## config.mk

```make
export PLATFORM = sky130hd
export DESIGN_NAME = cfd_core
export DESIGN_NICKNAME = d
export VERILOG_FILES = /design/src/core/cfd_pkg.sv /design/src/core/cfd_bcd_fix.sv /design/src/core/cfd_align.sv /design/src/core/cfd_core.sv
export SDC_FILE = /design/constraint.sdc
export NUM_CORES = 1
export LEC_CHECK = 0
export BUFFER_PORTS_ARGS = -buffer_cell sky130_fd_sc_hd__buf_2
export CAP_MARGIN = 20
export CORE_MARGIN = 4
export CORE_UTILIZATION = 40
export CTS_BUF_LIST = sky130_fd_sc_hd__clkbuf_16
export CTS_CLUSTER_DIAMETER = 60
export DETAILED_ROUTE_END_ITERATION = 16
export GPL_TIMING_DRIVEN = 1
export PLACE_DENSITY = 0.57
export SLEW_MARGIN = 20
export SYNTH_ARGS = -nofsm -noshare
export SYNTH_HDL_FRONTEND = slang
export SYNTH_HIERARCHICAL = 1
export SYNTH_SLANG_ARGS = --single-unit
```

## constraint.sdc

```tcl
create_clock -name CLK -period 7.6 [get_ports CLK]
set_input_delay 0.76 -clock CLK [delete_from_list [all_inputs] [get_ports CLK]]
set_output_delay 0.76 -clock CLK [all_outputs]
set_load 0.1 [all_outputs]
```

## src/core/cfd_pkg.sv

```systemverilog
package cfd_pkg;
    // ==========================================
    // Flag positions
    localparam int FLAG_CARRY = 0;
    localparam int FLAG_OVERFLOW = 1;
    localparam int FLAG_ZERO = 2;
    localparam int FLAG_SIGN = 3;
    localparam logic [7:0] FLAGS_RESET = 8'h80;
    // ==========================================
    // Register offsets
    localparam logic [3:0] OFS_FLAGS = 4'h0;
    localparam logic [3:0] OFS_OPA = 4'h1;
    localparam logic [3:0] OFS_OPB = 4'h2;
    localparam logic [3:0] OFS_CMD = 4'h3;
    localparam logic [3:0] OFS_RESULT = 4'h4;
    localparam logic [3:0] OFS_ADDR = 4'h5;
    localparam logic [3:0] OFS_ALIGNED = 4'h6;
    localparam logic [3:0] OFS_MEMDATA = 4'h7;
    // ==========================================
    // Command fields: op in [3:0], size in [5:4], bit index in [8:6]
    localparam int CMD_OP_LSB = 0;
    localparam int CMD_SIZE_LSB = 4;
    localparam int CMD_BIT_LSB = 6;
    localparam int CMD_FETCH = 9;
    typedef enum logic [1:0] {
        SZ_BYTE = 2'b00,
        SZ_WORD = 2'b01,
        SZ_LONG = 2'b10,
        SZ_NIBBLE = 2'b11
    } cfd_size_t;
    typedef enum logic [3:0] {
        OP_ADD = 4'b0000,
        OP_SUB = 4'b0001,
        OP_SHL = 4'b0010,
        OP_SHR = 4'b0011,
        OP_ROTL = 4'b0100,
        OP_ROTR = 4'b0101,
        OP_BLD = 4'b0110,
        OP_BST = 4'b0111,
        OP_BAND = 4'b1000,
        OP_BOR = 4'b1001,
        OP_BXOR = 4'b1010,
        OP_DADD = 4'b1011,
        OP_DSUB = 4'b1100,
        OP_MOVE = 4'b1101,
        OP_BSET = 4'b1110,
        OP_BCLR = 4'b1111
    } cfd_op_t;
endpackage : cfd_pkg

```

## src/core/cfd_bcd_fix.sv

```systemverilog
`timescale 1ns/1ps
// ==========================================
// Decimal adjust of two packed digits
module cfd_bcd_fix (
    input wire logic [7:0] value,
    input wire logic carry_in,
    input wire logic subtract,
    output logic [7:0] adjusted,
    output logic carry_out
);
    logic [3:0] hi;
    logic [3:0] lo;
    logic [7:0] corr;
    assign hi = value[7:4];
    assign lo = value[3:0];
    always_comb begin
        corr = 8'h00;
        carry_out = carry_in;
        if (subtract) begin
            if (lo > 4'h9) begin
                corr[3:0] = 4'h6;
            end
            if (carry_in) begin
                corr[7:4] = 4'h6;
            end
            adjusted = value - corr;
        end else begin
            if (lo > 4'h9) begin
                corr[3:0] = 4'h6;
            end
            if (carry_in || hi > 4'h9 || (hi == 4'h9 && lo > 4'h9)) begin
                corr[7:4] = 4'h6;
                carry_out = 1'b1;
            end
            adjusted = value + corr;
        end
    end
endmodule : cfd_bcd_fix

```

## src/core/cfd_align.sv

```systemverilog
`timescale 1ns/1ps
// ==========================================
// Even address forcing and big endian lanes
module cfd_align (
    input wire logic [23:0] addr,
    input wire logic wide,
    input wire logic [31:0] data,
    input wire logic [1:0] lane,
    output logic [23:0] aligned,
    output logic [7:0] lane_byte
);
    always_comb begin
        aligned = addr;
        if (wide) begin
            aligned[0] = 1'b0;
        end
        unique case (lane)
            2'b00: lane_byte = data[31:24];
            2'b01: lane_byte = data[23:16];
            2'b10: lane_byte = data[15:8];
            2'b11: lane_byte = data[7:0];
        endcase
    end
endmodule : cfd_align

```

## src/core/cfd_core.sv

```systemverilog
`timescale 1ns/1ps
module cfd_core (
    input wire logic CLK,
    input wire logic SYS_RST,
    input wire logic [3:0] REG_ADDR,
    input wire logic [31:0] REG_WDATA,
    input wire logic REG_WR,
    input wire logic REG_RD,
    output logic [31:0] REG_RDATA
);
    logic [7:0] flags;
    logic [31:0] opa;
    logic [31:0] opb;
    logic [31:0] result;
    logic [23:0] addr;
    logic [31:0] next_result;
    logic [7:0] next_flags;
    logic [32:0] sum;
    logic [7:0] bcd_val;
    logic bcd_c;
    logic [23:0] aligned;
    logic [7:0] lane_byte;
    logic [31:0] mask;
    logic [31:0] sign_mask;
    logic cmd_go;
    cfd_pkg::cfd_op_t op;
    cfd_pkg::cfd_size_t sz;
    logic [2:0] bitn;
    logic acc_bit;
    logic sa;
    logic sb;
    logic sr;
    logic is_fetch;

    // ==========================================
    // Command decode
    assign cmd_go = REG_WR && REG_ADDR == cfd_pkg::OFS_CMD;
    assign op = cfd_pkg::cfd_op_t'(REG_WDATA[cfd_pkg::CMD_OP_LSB +: 4]);
    assign sz = cfd_pkg::cfd_size_t'(REG_WDATA[cfd_pkg::CMD_SIZE_LSB +: 2]);
    assign bitn = REG_WDATA[cfd_pkg::CMD_BIT_LSB +: 3];
    assign is_fetch = REG_WDATA[cfd_pkg::CMD_FETCH];
    assign acc_bit = flags[cfd_pkg::FLAG_CARRY];

    function automatic logic [31:0] size_mask(input cfd_pkg::cfd_size_t s);
        unique case (s)
            cfd_pkg::SZ_BYTE: size_mask = 32'h0000_00ff;
            cfd_pkg::SZ_WORD: size_mask = 32'h0000_ffff;
            cfd_pkg::SZ_LONG: size_mask = 32'hffff_ffff;
            cfd_pkg::SZ_NIBBLE: size_mask = 32'h0000_000f;
        endcase
    endfunction : size_mask

    function automatic logic [31:0] top_bit(input cfd_pkg::cfd_size_t s);
        unique case (s)
            cfd_pkg::SZ_BYTE: top_bit = 32'h0000_0080;
            cfd_pkg::SZ_WORD: top_bit = 32'h0000_8000;
            cfd_pkg::SZ_LONG: top_bit = 32'h8000_0000;
            cfd_pkg::SZ_NIBBLE: top_bit = 32'h0000_0008;
        endcase
    endfunction : top_bit

    assign mask = size_mask(sz);
    assign sign_mask = top_bit(sz);

    cfd_bcd_fix u_bcd (
        .value(opa[7:0]),
        .carry_in(acc_bit),
        .subtract(op == cfd_pkg::OP_DSUB),
        .adjusted(bcd_val),
        .carry_out(bcd_c)
    );

    cfd_align u_align (
        .addr(REG_WDATA[23:0]),
        .wide(sz == cfd_pkg::SZ_WORD || sz == cfd_pkg::SZ_LONG || is_fetch),
        .data(result),
        .lane(REG_ADDR[1:0] - 2'b11 + REG_WDATA[1:0] + 2'b11),
        .aligned(aligned),
        .lane_byte(lane_byte)
    );

    // ==========================================
    // Datapath
    always_comb begin
        next_result = result;
        next_flags = flags;
        sum = 33'h0_0000_0000;
        sa = |(opa & sign_mask);
        sb = |(opb & sign_mask);
        sr = 1'b0;
        unique case (op)
            cfd_pkg::OP_ADD, cfd_pkg::OP_SUB: begin
                if (op == cfd_pkg::OP_ADD) begin
                    sum = {1'b0, opa & mask} + {1'b0, opb & mask};
                end else begin
                    sum = {1'b0, opa & mask} - {1'b0, opb & mask};
                end
                next_result = sum[31:0] & mask;
                sr = |(next_result & sign_mask);
                next_flags[cfd_pkg::FLAG_CARRY] = |((sum[32:0] & ~{1'b0, mask}) | {sum[32], 32'h0});
                if (op == cfd_pkg::OP_ADD) begin
                    next_flags[cfd_pkg::FLAG_OVERFLOW] = (sa == sb) && (sr != sa);
                end else begin
                    next_flags[cfd_pkg::FLAG_OVERFLOW] = (sa != sb) && (sr != sa);
                end
            end
            cfd_pkg::OP_SHL, cfd_pkg::OP_ROTL: begin
                next_result = ((opa << 1) | ((op == cfd_pkg::OP_ROTL) ? {31'h0, sa} : 32'h0)) & mask;
                next_flags[cfd_pkg::FLAG_CARRY] = sa;
                next_flags[cfd_pkg::FLAG_OVERFLOW] = 1'b0;
            end
            cfd_pkg::OP_SHR, cfd_pkg::OP_ROTR: begin
                next_result = ((opa & mask) >> 1) | ((op == cfd_pkg::OP_ROTR && opa[0]) ? sign_mask : 32'h0);
                next_flags[cfd_pkg::FLAG_CARRY] = opa[0];
                next_flags[cfd_pkg::FLAG_OVERFLOW] = 1'b0;
            end
            cfd_pkg::OP_BLD: next_flags[cfd_pkg::FLAG_CARRY] = opa[bitn];
            cfd_pkg::OP_BAND: next_flags[cfd_pkg::FLAG_CARRY] = acc_bit & opa[bitn];
            cfd_pkg::OP_BOR: next_flags[cfd_pkg::FLAG_CARRY] = acc_bit | opa[bitn];
            cfd_pkg::OP_BXOR: next_flags[cfd_pkg::FLAG_CARRY] = acc_bit ^ opa[bitn];
            cfd_pkg::OP_BST, cfd_pkg::OP_BSET, cfd_pkg::OP_BCLR: begin
                next_result = {24'h0, opa[7:0]};
                if (op == cfd_pkg::OP_BST) begin
                    next_result[bitn] = acc_bit;
                end else begin
                    next_result[bitn] = (op == cfd_pkg::OP_BSET);
                end
            end
            cfd_pkg::OP_DADD, cfd_pkg::OP_DSUB: begin
                next_result = {24'h0, bcd_val};
                next_flags[cfd_pkg::FLAG_CARRY] = bcd_c;
                sr = bcd_val[7];
            end
            cfd_pkg::OP_MOVE: begin
                next_result = opa & mask;
                sr = sa;
                next_flags[cfd_pkg::FLAG_OVERFLOW] = 1'b0;
            end
        endcase
        if (op != cfd_pkg::OP_BLD && op != cfd_pkg::OP_BAND && op != cfd_pkg::OP_BOR
            && op != cfd_pkg::OP_BXOR && op != cfd_pkg::OP_BST && op != cfd_pkg::OP_BSET
            && op != cfd_pkg::OP_BCLR) begin
            if (op != cfd_pkg::OP_ADD && op != cfd_pkg::OP_SUB && op != cfd_pkg::OP_DADD
                && op != cfd_pkg::OP_DSUB && op != cfd_pkg::OP_MOVE) begin
                sr = |(next_result & sign_mask);
            end
            next_flags[cfd_pkg::FLAG_SIGN] = sr;
            next_flags[cfd_pkg::FLAG_ZERO] = (next_result == 32'h0);
        end
    end

    // ==========================================
    // Registers
    always_ff @(posedge CLK or posedge SYS_RST) begin
        if (SYS_RST) begin
            flags <= cfd_pkg::FLAGS_RESET;
        end else if (REG_WR && REG_ADDR == cfd_pkg::OFS_FLAGS) begin
            flags <= REG_WDATA[7:0];
        end else if (cmd_go) begin
            flags <= next_flags;
        end
    end

    always_ff @(posedge CLK or posedge SYS_RST) begin
        if (SYS_RST) begin
            opa <= 32'h0;
            opb <= 32'h0;
            result <= 32'h0;
        end else begin
            if (REG_WR && REG_ADDR == cfd_pkg::OFS_OPA) begin
                opa <= REG_WDATA;
            end
            if (REG_WR && REG_ADDR == cfd_pkg::OFS_OPB) begin
                opb <= REG_WDATA;
            end
            if (cmd_go) begin
                result <= next_result;
            end
        end
    end

    always_ff @(posedge CLK or posedge SYS_RST) begin
        if (SYS_RST) begin
            addr <= 24'h0;
        end else if (REG_WR && REG_ADDR == cfd_pkg::OFS_ADDR) begin
            addr <= aligned;
        end
    end

    // ==========================================
    // Read port
    always_ff @(posedge CLK or posedge SYS_RST) begin
        if (SYS_RST) begin
            REG_RDATA <= 32'h0;
        end else if (REG_RD) begin
            unique case (REG_ADDR)
                cfd_pkg::OFS_FLAGS: REG_RDATA <= {24'h0, flags};
                cfd_pkg::OFS_OPA: REG_RDATA <= opa;
                cfd_pkg::OFS_OPB: REG_RDATA <= opb;
                cfd_pkg::OFS_RESULT: REG_RDATA <= result;
                cfd_pkg::OFS_ALIGNED: REG_RDATA <= {8'h0, addr};
                cfd_pkg::OFS_MEMDATA: REG_RDATA <= {result[31:24], result[23:16], result[15:8], result[7:0]};
                default: REG_RDATA <= 32'h0;
            endcase
        end else begin
            REG_RDATA <= 32'h0;
        end
    end
endmodule : cfd_core

```

==> results by stage <==
Run status:
- The run finished with clean final reports.

Floorplan:
- The starting density of the core is 0.411.
- Measured along the x axis, the die boundary spans approximately 180 um.
- The floorplan step defined a core boundary enclosing 30000 sq um.
- The chip height is between 150 and 200 um.
- Row generation in the floorplan step produced 63 rows.
- For this design the top-level I/O count stands at 72.
- The die footprint is 33600 sq um.

Critical path:
- The worst register-to-register path has a setup slack of 2340 ps.
- The worst setup path is launched from a primary input.
- The largest individual stage delay along the critical path comes from the cell ha_1.
- Data arrives at the worst endpoint at 6050 ps.
- STA puts the critical path data required time at 7970 ps.
- The longest individual stage delay on the worst path is between 500 and 600 ps.
- Of all nets on the critical path, the largest fanout is 20.
- The setup path with the least slack is of type primary input to flip-flop.
- The category of the worst setup path capture point is a flip-flop.
- Traced cell by cell, the critical path runs through buf_2 -> ha_1 -> nand2b_1 -> and4_1 -> inv_1 -> nor2_1 -> and4_1 -> and2_1 -> nor2_1 -> a211oi_1 -> a311oi_1 -> ha_1 -> and2_1 -> a311o_1 -> a21o_1 -> a21oi_1 -> o211ai_1 -> or2_2 -> nand4b_1 -> o311ai_1 -> nor4_2 -> nand4_1 -> a2bb2oi_1.

Drt:
- The number of DRC markers in iteration 0 is 1105.
- The detailed router placed about 12000 vias in this run.
- The mean routed wirelength per cell is roughly 24 um.
- The via count normalized by instance count is 6.34.
- The first detailed-routing pass took 6 iterations.
- For this run, design rule violations remaining after detail routing come to 0.
- In this run the remaining antenna-violating nets after routing total 0.
- Summed over all layers, the routed wires come to 44.7 mm.

GRT:
- Global routing finished with a remaining overflow of 0.
- The pin count of the biggest net entering global routing is 89.
- The wire length of the first global-routing pass is 69.5 mm.
- The via count of the first global-routing pass came to about 12000.
- The initial antenna violation count is 0.
- The met1 usage is 0.387.
- In the global route stage, met3 resource usage came out at 0.0438.
- The most heavily used metal layer in global routing is met2.
- For this run, global-route usage on met2 was measured as 0.399.
- The overall routing resource usage is 0.265.

Clocking:
- Counting the buffers created by CTS gives 17.
- The root buffer cell is clkbuf_16.
- The count of hold buffers inserted by post-cts repair is 0.
- The clock tree synthesis step divided the H-tree into 4 levels.
- For the worst-skew pair, the clock arrives at the later sink with an insertion delay of 450 ps.
- In this run the post-CTS setup repair buffer count came out at 0.
- The number of gates resized after CTS was 0.
- The number of sinks on the clock net is 160.
- The clock-pin slew reported for the worst setup and hold paths after clock tree synthesis is about 70 ps.
- TritonCTS built the clock tree.
- The longest clock path from root to sink contains 2 buffers.

Pwr:
- The part of the total power dissipated in the clock network is 0.241.
- In this run the power density over the cells is approximately 270 nW/um^2.
- The share of power burned in combinational logic is 0.430.
- The switching fraction of total power is 0.435.
- For this design the total switching power over the nets is 1.60 mW.
- Of the total power, registers draw 0.329.
- The total internal power is 2.08 mW.
- The total leakage power is around 5.9 nW.
- Overall power consumption after layout is estimated at 3.68 mW.
- IR analysis of the VDD net gives a maximum drop of 0.162 mV.

Synthesis:
- The area of the mapped netlist is 12300 sq um.
- The cell count after synthesis is approximately 1500.
- The mean instance size in the synthesized netlist is about 8.4 sq um.
- The post-synthesis net count is 1556.
- The number of warnings printed during yosys synthesis is 6.

Place:
- The pre-CTS worst setup slack is 1560 ps.
- Summing all placed instances gives a cell area of around 13000 sq um.
- During placement, the flow inserted port buffers numbering 71.
- The number of placed cells counting well taps is 1840.
- The wire-length estimate of the detail-placed layout is 32.1 mm.
- Routability-driven placement finished with a final weighted congestion of 0.982.

Timing:
- The clock skew is 9.78 ps.
- The worst setup margin is 1920 ps.
- The final hold violation count is 0.
- In the finished design, the share of the clock period the worst path needs comes to 0.748.
- In this run the tightest slew margin relative to its limit is 0.370.
- At the pin with the least slew margin, the transition time is 943 ps.
- The max-slew violation count is 0.
- After routing, the total negative slack on setup checks comes to 0 ps.
- Setup repair after global routing left no endpoint under its margin.
- The highest clock frequency the design can meet is roughly 0.18 GHz.
- Counting I/O delays and the setup requirement, the final critical path takes ~5700 ps.
- The number of setup violations in the final report is 0.

Layout:
- The non-filler instance count after layout is about 1900.
- Of the cells placed in the final design, the portion with a size suffix greater than 1 is 0.165.
- After routing the design area is 13500 sq um.
- The number of antenna diodes in the final layout is 0.
- The area growth from synthesis to layout is 9.51%.
- The net count of the finished layout is 1564.

Worst hold path:
- The path category of the worst min-delay check is flip-flop to flip-flop.

Run:
- Max-cap violations in this run came to 0.
[critical path: cells and delay by family]
kind / cells / cell delay, ps
AOI/OAI and AO/OA: 8 / 1510
adders and majority gates: 2 / 960
buffers and inverters: 2 / 200
and+or+nand+nor: 11 / 2620
[metal layers]
layer	routed length (um)	vias up
met1	20100	5823
met4	1350	0
met2	19600	564
li1	-	5398
met5	0	-
met3	3620	83
[worst paths after layout]
path	start	end	cells after the start
worst max-delay path	REG_WDATA[5]	flags[2]	23
worst min-delay path	flags[7]	flags[7]	2
worst max register to register	opb[0]	flags[2]	22
worst min register to register	flags[7]	flags[7]	2
max in group asynchronous	SYS_RST	REG_RDATA[3]	3
min in group asynchronous	SYS_RST	addr[20]	2
[metrics by stage]
stage	utilization	hold WS, ps
after floorplan	-	439
after global placement	0.430	447
after detailed placement	0.430	450
after CTS	0.450	462
after global routing	0.450	503
final	0.450	462
[layout by cell type (no fill, tap or decap), drive strengths merged, types with 6 or more instances in the layout]
cell type	count
nand4	15
mux2i	11
o211ai	14
a221o	7
a31oi	22
ha	54
o31ai	8
nor2b	16
a22o	7
mux2	84
a221oi	20
nor3	33
inv	54
or2	7
nor2	96
dfrtp	159
nand2b	23
xnor2	31
clkbuf	17
nor4	11
nand3b	6
a22oi	32
and2	20
o21ai	98
nor3b	6
xor2	21
o22ai	9
a222oi	27
a21boi	7
nand2	205
a21oi	112
a21o	10
a211oi	10
buf	103
o21a	14
nand3	20
[power groups by stage]
stage	Clock, mW	Combinational, mW	Sequential, mW
after detailed placement	0	1.54	1.22
after global placement	0	1.54	1.22
final	0.886	1.58	1.21
after floorplan	0	1.15	1.15
after CTS	0.904	1.55	1.20
after global routing	0.940	1.74	1.23
[registers in the layout, summed over array words and instances, names as in the netlist]
signal     count
flags          8
opb           32
addr          24
opa           32
result        32
REG_RDATA     32
[layout make-up]
type	count	area [sq um]
fillers	2985	16500
multi-input cells	1141	7610
flip-flops and latches	160	4010
repair buffers	103	596
well taps	390	488
clock buffers	17	425
inverters	46	178
clock inverters	15	170
No activity file was read; power rests on OpenSTA's default activity.
